**src/inc/adsr_consts.vh**
```
// Purpose: shared constants of the serial data-ready block
// Assumes: included by bare name from rtl files
// Notes: counts are in link clock edges unless named otherwise
`ifndef ADSR_CONSTS_VH
`define ADSR_CONSTS_VH

// width of one conversion result
`define ADSR_DATA_W 16
// read-result command byte sent by the host
`define ADSR_CMD_READ_RESULT 8'hC3
// width of a command byte
`define ADSR_CMD_W 8
// extra clocks after a data read that park the line high
`define ADSR_TAIL_CLKS 5'h10
// index of the last bit of a 16-edge phase
`define ADSR_LAST_EDGE 5'h0F
// index of the last command bit
`define ADSR_LAST_CMD_BIT 4'h7
// reset values of the sampled pins: chip select, serial clock, data in
`define ADSR_PIN_RST 3'h1

// one-hot frame states
`define ADSR_ST_IDLE 4'h1
`define ADSR_ST_SHIFT 4'h2
`define ADSR_ST_TAIL 4'h4
`define ADSR_ST_READY 4'h8

`endif

```
**src/rtl/adsr_sync3.v**
```verilog
// Purpose: three-stage pin synchroniser with agreement filter
// Assumes: input is asynchronous to MCLK
// Notes: level changes only once the second and third stages agree
`default_nettype none

module adsr_sync3 #(
    parameter RST_VAL = 1'b0
) (
    // clock and reset
    input wire MCLK,
    input wire RSTN,
    input wire CE,
    // pin and filtered level
    input wire PIN,
    output reg LEVEL
);

    reg s1_ff; // first stage, only read by s2_ff
    reg s2_ff; // second stage
    reg s3_ff; // third stage

    // shift chain and filter; a single-cycle glitch never reaches the level
    always @(posedge MCLK or negedge RSTN) begin
        if (!RSTN) begin
            s1_ff <= RST_VAL;
            s2_ff <= RST_VAL;
            s3_ff <= RST_VAL;
            LEVEL <= RST_VAL;
        end else if (CE) begin
            s1_ff <= PIN;
            s2_ff <= s1_ff;
            s3_ff <= s2_ff;
            if (s2_ff == s3_ff) begin
                LEVEL <= s3_ff; // stages agree: accept
            end
        end
    end

endmodule // adsr_sync3

`default_nettype wire

```
**src/rtl/adsr_ready_link.v**
```verilog
// Purpose: data-ready signalling and result read-out on a mode-1 serial link
// Assumes: MCLK at 200 MHz, far faster than the serial clock
// Notes: serial pins are sampled, so link timing is quantised to MCLK
`include "adsr_consts.vh"
`default_nettype none

module adsr_ready_link (
    // clock, reset, enable
    input wire MCLK,
    input wire RSTN,
    input wire CE,
    // serial link pins
    input wire CS_N,
    input wire SCLK,
    input wire DIN,
    output reg SERIAL_OUT_WITH_READY_O,
    output reg SERIAL_OUT_WITH_READY_OE_N,
    output reg CONVERSION_DONE_PIN_N,
    // converter side
    input wire CONV_STROBE,
    input wire [`ADSR_DATA_W-1:0] CONV_RESULT,
    input wire READY_SIGNAL_SELECT,
    input wire TEMP_SENSOR_SELECT,
    output reg TEMP_SENSOR_MODE
);

    wire [2:0] pin_raw; // cs, sclk, din as they arrive
    wire [2:0] pin_lvl; // filtered levels
    wire cs_lvl; // filtered chip select, high = deselected
    wire sclk_lvl; // filtered serial clock
    wire din_lvl; // filtered data in
    // idle levels per pin: cs high, sclk and din low; one bit per synchroniser
    localparam [2:0] PIN_RST_ALL = `ADSR_PIN_RST;

    reg cs_prev_ff; // chip select one cycle back
    reg sclk_prev_ff; // serial clock one cycle back
    reg [3:0] state_ff; // one-hot frame state
    reg [3:0] nxt_state;
    reg [4:0] cnt_ff; // rising edges within a phase
    reg [4:0] nxt_cnt;
    reg [3:0] fcnt_ff; // command bits taken this frame
    reg [3:0] nxt_fcnt;
    reg [`ADSR_CMD_W-1:0] cmd_ff; // command shift register
    reg [`ADSR_CMD_W-1:0] nxt_cmd;
    reg [`ADSR_DATA_W-1:0] latest_ff; // latest valid result
    reg [`ADSR_DATA_W-1:0] nxt_latest;
    reg [`ADSR_DATA_W-1:0] sh_ff; // frozen copy being shifted out
    reg [`ADSR_DATA_W-1:0] nxt_sh;
    reg new_ff; // unread result waiting
    reg nxt_new;
    reg bit_ff; // data bit currently presented
    reg nxt_bit;
    reg pres_ff; // line shows bit_ff rather than readiness
    reg nxt_pres;
    reg read_done; // a full result was clocked out
    reg ready_lvl; // level shown when not presenting data
    reg nxt_out;
    reg nxt_oe_n;
    reg sclk_rise;
    reg sclk_fall;
    reg cs_fall;
    reg [`ADSR_CMD_W-1:0] cmd_next; // command byte incl. the bit now sampled

    assign pin_raw = {DIN, SCLK, CS_N};
    assign cs_lvl = pin_lvl[0];
    assign sclk_lvl = pin_lvl[1];
    assign din_lvl = pin_lvl[2];

    // every pin from the host crosses into MCLK through the same filter
    genvar gi;
    generate
        for (gi = 0; gi < 3; gi = gi + 1) begin : g_sync
            adsr_sync3 #(
                .RST_VAL(PIN_RST_ALL[gi])
            ) u_sync (
                .MCLK(MCLK),
                .RSTN(RSTN),
                .CE(CE),
                .PIN(pin_raw[gi]),
                .LEVEL(pin_lvl[gi])
            );
        end
    endgenerate

    // next-state logic for the frame, the flags and the line
    always @* begin
        nxt_state = state_ff;
        nxt_cnt = cnt_ff;
        nxt_fcnt = fcnt_ff;
        nxt_cmd = cmd_ff;
        nxt_sh = sh_ff;
        nxt_bit = bit_ff;
        nxt_pres = pres_ff;
        read_done = 1'b0;
        // edges of the filtered link signals; clock idles low
        sclk_rise = sclk_lvl & ~sclk_prev_ff;
        sclk_fall = ~sclk_lvl & sclk_prev_ff;
        cs_fall = ~cs_lvl & cs_prev_ff;
        cmd_next = {cmd_ff[`ADSR_CMD_W-2:0], din_lvl};
        // a new result replaces the stored one, and the frozen copy only at a read-result restart in the same cycle
        nxt_latest = CONV_STROBE ? CONV_RESULT : latest_ff;

        if (cs_lvl) begin
            // deselected: frame aborted, nothing shifts
            nxt_state = `ADSR_ST_IDLE;
            nxt_pres = 1'b0;
        end else if (cs_fall) begin
            // new frame: freeze the result so a conversion cannot tear it
            nxt_state = `ADSR_ST_SHIFT;
            nxt_sh = latest_ff;
            nxt_cnt = 5'h00;
            nxt_fcnt = 4'h0;
            nxt_cmd = {`ADSR_CMD_W{1'b0}};
            nxt_pres = 1'b0;
        end else begin
            if (sclk_rise) begin
                // data launched on rising edges
                case (state_ff)
                    `ADSR_ST_SHIFT: begin
                        nxt_bit = sh_ff[`ADSR_DATA_W-1];
                        nxt_sh = {sh_ff[`ADSR_DATA_W-2:0], 1'b0};
                        nxt_pres = 1'b1;
                        nxt_cnt = cnt_ff + 5'h01;
                        if (cnt_ff == `ADSR_LAST_EDGE) begin
                            read_done = 1'b1; // last bit now on the line
                            nxt_state = `ADSR_ST_TAIL;
                            nxt_cnt = 5'h00;
                        end
                    end
                    `ADSR_ST_TAIL: begin
                        // extra clocks hold the line high
                        nxt_bit = 1'b1;
                        nxt_cnt = cnt_ff + 5'h01;
                        if (cnt_ff == `ADSR_TAIL_CLKS - 5'h01) begin
                            nxt_state = `ADSR_ST_READY;
                            nxt_pres = 1'b0;
                        end
                    end
                    default: begin
                        // ready or idle: further clocks change nothing
                        nxt_bit = bit_ff;
                    end
                endcase
            end
            if (sclk_fall && (fcnt_ff <= `ADSR_LAST_CMD_BIT)) begin
                // host data sampled on falling edges, first byte only
                nxt_cmd = cmd_next;
                nxt_fcnt = fcnt_ff + 4'h1;
                if ((fcnt_ff == `ADSR_LAST_CMD_BIT) && (cmd_next == `ADSR_CMD_READ_RESULT)) begin
                    // read-result: restart with the latest result once the eighth command bit is in
                    nxt_state = `ADSR_ST_SHIFT;
                    nxt_sh = nxt_latest;
                    nxt_cnt = 5'h00;
                end
            end
        end

        // unread flag: a new conversion wins over the read that clears it
        nxt_new = new_ff;
        if (read_done) begin
            nxt_new = 1'b0;
        end
        if (CONV_STROBE) begin
            nxt_new = 1'b1;
        end

        // readiness on the line only when the select bit is 1
        if (READY_SIGNAL_SELECT) begin
            ready_lvl = ~nxt_new; // low = unread result, high = none
        end else begin
            ready_lvl = 1'b1;
        end
        // at select the level is driven at once, no clock needed
        nxt_out = nxt_pres ? nxt_bit : ready_lvl;
        // deselected: line released whatever the select bit
        nxt_oe_n = cs_lvl;
    end

    // state registers; CE low freezes everything
    always @(posedge MCLK or negedge RSTN) begin
        if (!RSTN) begin
            cs_prev_ff <= 1'b1;
            sclk_prev_ff <= 1'b0;
            state_ff <= `ADSR_ST_IDLE;
            cnt_ff <= 5'h00;
            fcnt_ff <= 4'h0;
            cmd_ff <= {`ADSR_CMD_W{1'b0}};
            latest_ff <= {`ADSR_DATA_W{1'b0}};
            sh_ff <= {`ADSR_DATA_W{1'b0}};
            new_ff <= 1'b0;
            bit_ff <= 1'b1;
            pres_ff <= 1'b0;
            SERIAL_OUT_WITH_READY_O <= 1'b1;
            SERIAL_OUT_WITH_READY_OE_N <= 1'b1;
            CONVERSION_DONE_PIN_N <= 1'b1;
            TEMP_SENSOR_MODE <= 1'b0;
        end else if (CE) begin
            cs_prev_ff <= cs_lvl;
            sclk_prev_ff <= sclk_lvl;
            state_ff <= nxt_state;
            cnt_ff <= nxt_cnt;
            fcnt_ff <= nxt_fcnt;
            cmd_ff <= nxt_cmd;
            latest_ff <= nxt_latest;
            sh_ff <= nxt_sh;
            new_ff <= nxt_new;
            bit_ff <= nxt_bit;
            pres_ff <= nxt_pres;
            SERIAL_OUT_WITH_READY_O <= nxt_out;
            SERIAL_OUT_WITH_READY_OE_N <= nxt_oe_n;
            // dedicated pin follows the flag regardless of chip select
            CONVERSION_DONE_PIN_N <= ~nxt_new;
            // converter source select; compensation is left to the host
            TEMP_SENSOR_MODE <= TEMP_SENSOR_SELECT;
        end
    end

endmodule // adsr_ready_link

`default_nettype wire

```
**config.mk**
```make
export PLATFORM = sky130hd
export DESIGN_NAME = adsr_ready_link
export DESIGN_NICKNAME = d
export VERILOG_FILES = /design/src/rtl/adsr_sync3.v /design/src/rtl/adsr_ready_link.v
export VERILOG_INCLUDE_DIRS = /design/src /design/src/inc
export SDC_FILE = /design/constraint.sdc
export NUM_CORES = 1
export LEC_CHECK = 0
export ABC_AREA = 1
export CAP_MARGIN = 15
export CELL_PAD_IN_SITES_DETAIL_PLACEMENT = 1
export CELL_PAD_IN_SITES_GLOBAL_PLACEMENT = 1
export CORE_MARGIN = 3
export CORE_UTILIZATION = 44
export CTS_BUF_LIST = sky130_fd_sc_hd__clkbuf_2
export CTS_CLUSTER_SIZE = 10
export DETAILED_ROUTE_END_ITERATION = 10
export DONT_BUFFER_PORTS = 1
export GPL_ROUTABILITY_DRIVEN = 0
export HOLD_SLACK_MARGIN = 0.1
export PLACE_DENSITY = 0.85
export SYNTH_ARGS = -nofsm -noshare
export SYNTH_HDL_FRONTEND = slang
export SYNTH_SLANG_ARGS = --single-unit
```
**constraint.sdc**
```tcl
create_clock -name MCLK -period 1.55 [get_ports MCLK]
set_input_delay 0.3875 -clock MCLK [delete_from_list [all_inputs] [get_ports MCLK]]
set_output_delay 0.3875 -clock MCLK [all_outputs]
set_load 0.005 [all_outputs]
```
[Word-level counts from Yosys, hierarchy flattened]
Index checks and enable logic that the tools add are counted.
Word-level totals
  flip-flop bits (word level): 72
  latch bits: 0
  memory bits (writable): 0
  memory bits (read-only): 0
  input bits: 25
  output and inout bits: 4
  memories kept: 0
Cells by class
  $add $sub $neg: 2
  multiply operators: 0
  divide/modulo/power cells: 0
  magnitude comparators: 1
  equal/unequal tests: 8
  shift operators: 0
  muxes and demuxes: 42
  bitwise operators: 7
  reductions and logical operators: 8
Operators with widths (count)
  $mux 16: 6
  $mux 4: 9
  $mux 5: 5
  $mux 1: 16
  $mux 7: 2
  $pmux 5 s2: 1
  $eq 4x3->1 const B: 2
  $eq 8x8->1 const B: 1
  $pmux 4 s2: 1
  $reduce_and 2->1: 4
  $add 5x1->5 const B: 1
  $eq 5x4->1 const B: 1
  $add 4x1->4 const B: 1
  $eq 4x2->1 const B: 1
  $le 4x3->1 const B: 1
  $not 1->1: 4
  $pmux 1 s2: 2
  $and 1x1->1: 3
  $eq 1x1->1: 3
  $reduce_and 3->1: 1
  $logic_and 1x1->1: 2
  $reduce_bool 2->1: 1

[Depth between registers and ports, before layout]
  depth in word-level cells: 11
  depth in mapped cells: 14
  mapped depth without buffers: 14

[By module]
Synthesis repeated with hierarchy kept, for this count alone.
Second synthesis, totals
  cells, all modules: 547
  area total of the unflattened synthesis: 3925.0 um^2
By module, submodules not included
  adsr_ready_link: instances 1, cells an instance 487, area an instance 3428.3 um^2, seq. area each 1507.7 um^2
  adsr_sync3 at g_sync[1].u_sync ...: instances 2, cells an instance 20, area an instance 163.9 um^2, seq. area each 100.1 um^2
  adsr_sync3 at g_sync[0].u_sync: instances 1, cells an instance 20, area an instance 168.9 um^2, seq. area each 105.1 um^2

[Worst setup path before layout]
Ideal clock, no wire load.
  kind: flip-flop to flip-flop
  from: reg cnt_ff[1]
  to: reg SERIAL_OUT_WITH_READY_O
  setup time: 61 ps
  data arrival time: 1604 ps
  data required time: 1489 ps
  slack: -115 ps
  stages on the path, launching flop included: 15
  buffers on the path: 0
  clock period less this slack: 1665 ps
  cell sequence: dfrtp_1 ha_1 inv_1 nor3_1 ha_1 inv_1 nor2_1 nand2_1 nand2_1 nand2_1 nand2_1 inv_1 nand2_1 nand3_1 nand2_1
On the way
  longest elaborated chain between the ends: 11
  elaborated cells on any way between the ends: 16
Ends and longest elaborated chain
  start, declared: line adsr_ready_link.v:39  | reg [4:0] cnt_ff;
  start signal, assigned: line adsr_ready_link.v:201  | cnt_ff <= nxt_cnt;
  $eq 5x4->1 (*): line adsr_ready_link.v:134  | if (cnt_ff == `ADSR_TAIL_CLKS - 5'h01) begin
  $mux 1: line adsr_ready_link.v:124  | if (cnt_ff == `ADSR_LAST_EDGE) begin
  $mux 1: line adsr_ready_link.v:118  | case (state_ff)
  $mux 1: line adsr_ready_link.v:116  | if (sclk_rise) begin
  $mux 1: line adsr_ready_link.v:107  | end else if (cs_fall) begin
  $mux 1: line adsr_ready_link.v:103  | if (cs_lvl) begin
  $mux 1: line adsr_ready_link.v:160  | if (read_done) begin
  $mux 1: line adsr_ready_link.v:163  | if (CONV_STROBE) begin
  $not 1->1: line adsr_ready_link.v:169  | ready_lvl = ~nxt_new;
  $mux 1: line adsr_ready_link.v:168  | if (READY_SIGNAL_SELECT) begin
  $mux 1 (*): line adsr_ready_link.v:174  | nxt_out = nxt_pres ? nxt_bit : ready_lvl;
  end signal, assigned: line adsr_ready_link.v:209  | SERIAL_OUT_WITH_READY_O <= nxt_out;
  end, declared: line adsr_ready_link.v:16  | output reg SERIAL_OUT_WITH_READY_O,
Mark *: on every way between the ends. The rest lies on a longest branch, timed or not.
A chain may end at the register's enable or synchronous reset.

[Worst setup path after layout]
Same ends and word-level chain as after synthesis.

==> results.toml <==
[outcome]
status = "finished, violations left"
violations = "negative hold slack, negative setup slack"

[cts]
cts_sinks = 72
clkTransAtPathRegs_ns = 0.21
cts_buffer_depth = 2
cts_htree_levels = 3
clock_latency_ns = 0.54
ctsHoldBuffers = 11
cts_tree = "done"
cts-root-buf = "clkbuf_2"
cts_buffers = 9

[critical_path]
rr_startpoint = "cnt_ff[1]$_DFFE_PN0P_"
crit_fanout = 3
rrSetupSlack_ns = -0.16
rr_worst_depth = 14
rr_endpoint = "SERIAL_OUT_WITH_READY_O$_DFFE_PN1P_"
crit_type = "flop to flop"
cp-start-kind = "flop"
arrival_ns = 2.19
end_kind = "flop"
required_ns = 2.03

[cells_and_area]
final_cell_mix = "187 x nand2_1, 63 x dfrtp_1, 43 x o21ai_0, 37 x inv_1"
fin_util = 0.578
nNetsFinal = 598
final_common_cell = "nand2_1"
drive_gt1_frac = 0.262
syn2layout_area_growth_pct = 25.4

[placed_design]
portBuffers = 0
place_ws_ns = -0.132
hpwl_um = 7040

[yosys]
ys_async_sr_fraction = 1.00
synth.distinct_cells = 32
ys.flop_type = "dfrtp_1"
netlist_instances = 531
netlist_area_um2 = 3860
yosysSeqAreaShare = 0.469
synth-edff-count = 0
synth_top_area_share = 0.408
ys_ff_latch = 72
postSynthAreaPerCell_um2 = 7.27
yosys.area.top_type = "dfrtp_1"
yosys_warnings = 0
synth_nets = 561
ys_top_cells_by_area = "dfrtp_1 41%, nand2_1 21%, dfstp_2 6.1%"

[floorplanning]
die_x_um = 99.7
dieArea_um2 = 9940
start_util = 0.461
io-pin-count = 29
die_y_um = 99.7
num_rows = 33
core_area_um2 = 8380

[global_route]
gr-total-overflow = 0
grt_pass1_wl_um = 18900
grt_pass1_vias = 3917
grt_max_degree = 73
antenna_found_initial = 1
grt_use_total = 0.239

[timing]
max_slew_margin = 0.674
clock_skew_ns = 0.0245
finalCritPeriodShare = 1.10
drv_slew = 0
fin_ws_ns = -0.158
worstMarginPinSlew_ns = 0.484
finalCriticalPeriod_ns = 1.71
hold_ws_ns = -0.500
rsz0062_at_grt = "yes"
hold_viol_final = 72
setup_violations = 26
max_freq_ghz = 0.586

[detailed_routing]
drt_wl_total_um = 12500
dr.first_iter.drc_count = 152
drtPass1Iterations = 4
postRouteAntennaNets = 0
routedWlPerCell_um = 18.4
drcViolationCount = 0
vias = 3765
routed_via_density = 5.54

[pwr]
powerDensity_nw_per_um2 = 1190
leakage_nw = 2.43
ir_worst_vdd_mv = 0.580

[job]
cap_violations = 0

[hold_path]
min_path_type = "input port to async pin"
-- sequential cells by signal, summed over array words and instances, names as in the netlist, 4 cells and up --
register and count:
cmd_ff 7, latest_ff 16, cnt_ff 5, sh_ff 16, state_ff 4, fcnt_ff 4
-- cells in the mapped netlist (5+ instances only) --
cell	count
clkbuf_1	13
dfstp_2	9
nand3_1	33
nand2_1	219
a21oi_1	23
ha_1	5
dfrtp_1	63
nor2_1	20
o21ai_1	12
inv_1	44
buf_2	5
inv_2	7
o21ai_0	47
-- metrics by stage --
step | hold slack, ns | area (um^2) | total power [mW] | setup TNS, ns | instances
4_1_cts | -0.533 | 4460 | 5.32 | -1.15 | 668
2_1_floorplan | 0.0919 | 3870 | 3.73 | -0.0193 | 531
5_1_grt | -0.545 | 4840 | 6.13 | -4.76 | 679
3_5_place_dp | 0.0954 | 4070 | 4.22 | -1.15 | 635
6_report | -0.500 | 4840 | 5.75 | -1.66 | 679
3_3_place_gp | 0.0957 | 4070 | 4.07 | -0.0415 | 635
-- critical path, stage by stage (launching register included) --
cell     delay, ns
dfrtp_1       0.40
ha_2          0.20
inv_2         0.06
nor3_4        0.13
ha_2          0.21
inv_2         0.05
nor2_4        0.09
nand2_2       0.07
nand2_1       0.08
nand2_1       0.06
nand2_2       0.08
inv_2         0.03
nand2_1       0.05
nand3_1       0.07
nand2_1       0.06
-- layout make-up --
class                   instances  area (um^2)
diodes                          1         2.50
clock buffers                  13         65.1
clock inverters                 3         18.8
fillers                      1040         3540
inverters                      51          205
multi-input cells             386         2100
flip-flops and latches         72         1810
well taps                     105          131
repair buffers                 48          510
-- cell families after synthesis --
family	synth area share
buf+inv	0.0774
xor+xnor	0.00227
fa+ha+maj	0.0162
simple gates	0.305
compound gates	0.127
mux	0.00259
flops	0.469
-- worst max path at each step --
stage	from	endpoint	slack, ns
3_3_place_gp	cnt_ff[0]$_DFFE_PN0P_	SERIAL_OUT_WITH_READY_O$_DFFE_PN1P_	-0.04
2_1_floorplan	cnt_ff[1]$_DFFE_PN0P_	SERIAL_OUT_WITH_READY_O$_DFFE_PN1P_	-0.02
4_1_cts	cnt_ff[0]$_DFFE_PN0P_	new_ff$_DFFE_PN0P_	-0.17
3_5_place_dp	cnt_ff[0]$_DFFE_PN0P_	SERIAL_OUT_WITH_READY_O$_DFFE_PN1P_	-0.13
5_1_grt	cnt_ff[0]$_DFFE_PN0P_	SERIAL_OUT_WITH_READY_O$_DFFE_PN1P_	-0.34
6_report	cnt_ff[1]$_DFFE_PN0P_	SERIAL_OUT_WITH_READY_O$_DFFE_PN1P_	-0.16
-- metal layers --
metal,vias to the layer above,GRT usage,wire length (um)
met5,-,0,0
met4,0,0.0840,193
met3,16,0.0463,474
met2,85,0.415,6500
met1,1900,0.296,5310
li1,1764,-,-
-- repair_timing --
item                                   in CTS  in global routing
gates cloned                                1                  1
pin swaps                                  14                 28
setup endpoints to repair                  27                 32
setup buffers                               5                 11
resized for setup                          35                 77
endpoints found under the hold margin     100                 72
-- power by group --
| part | total, mW | leakage (nW) | internal [mW] | switching (mW) |
|---|---|---|---|---|
| Sequential | 2.59 | 0.893 | 2.28 | 0.306 |
| Combinational | 2.22 | 1.47 | 0.842 | 1.38 |
| Clock | 0.941 | 0.0659 | 0.237 | 0.705 |
| Total | 5.75 | 2.43 | 3.36 | 2.39 |
Power figures use the tool's default switching activity.
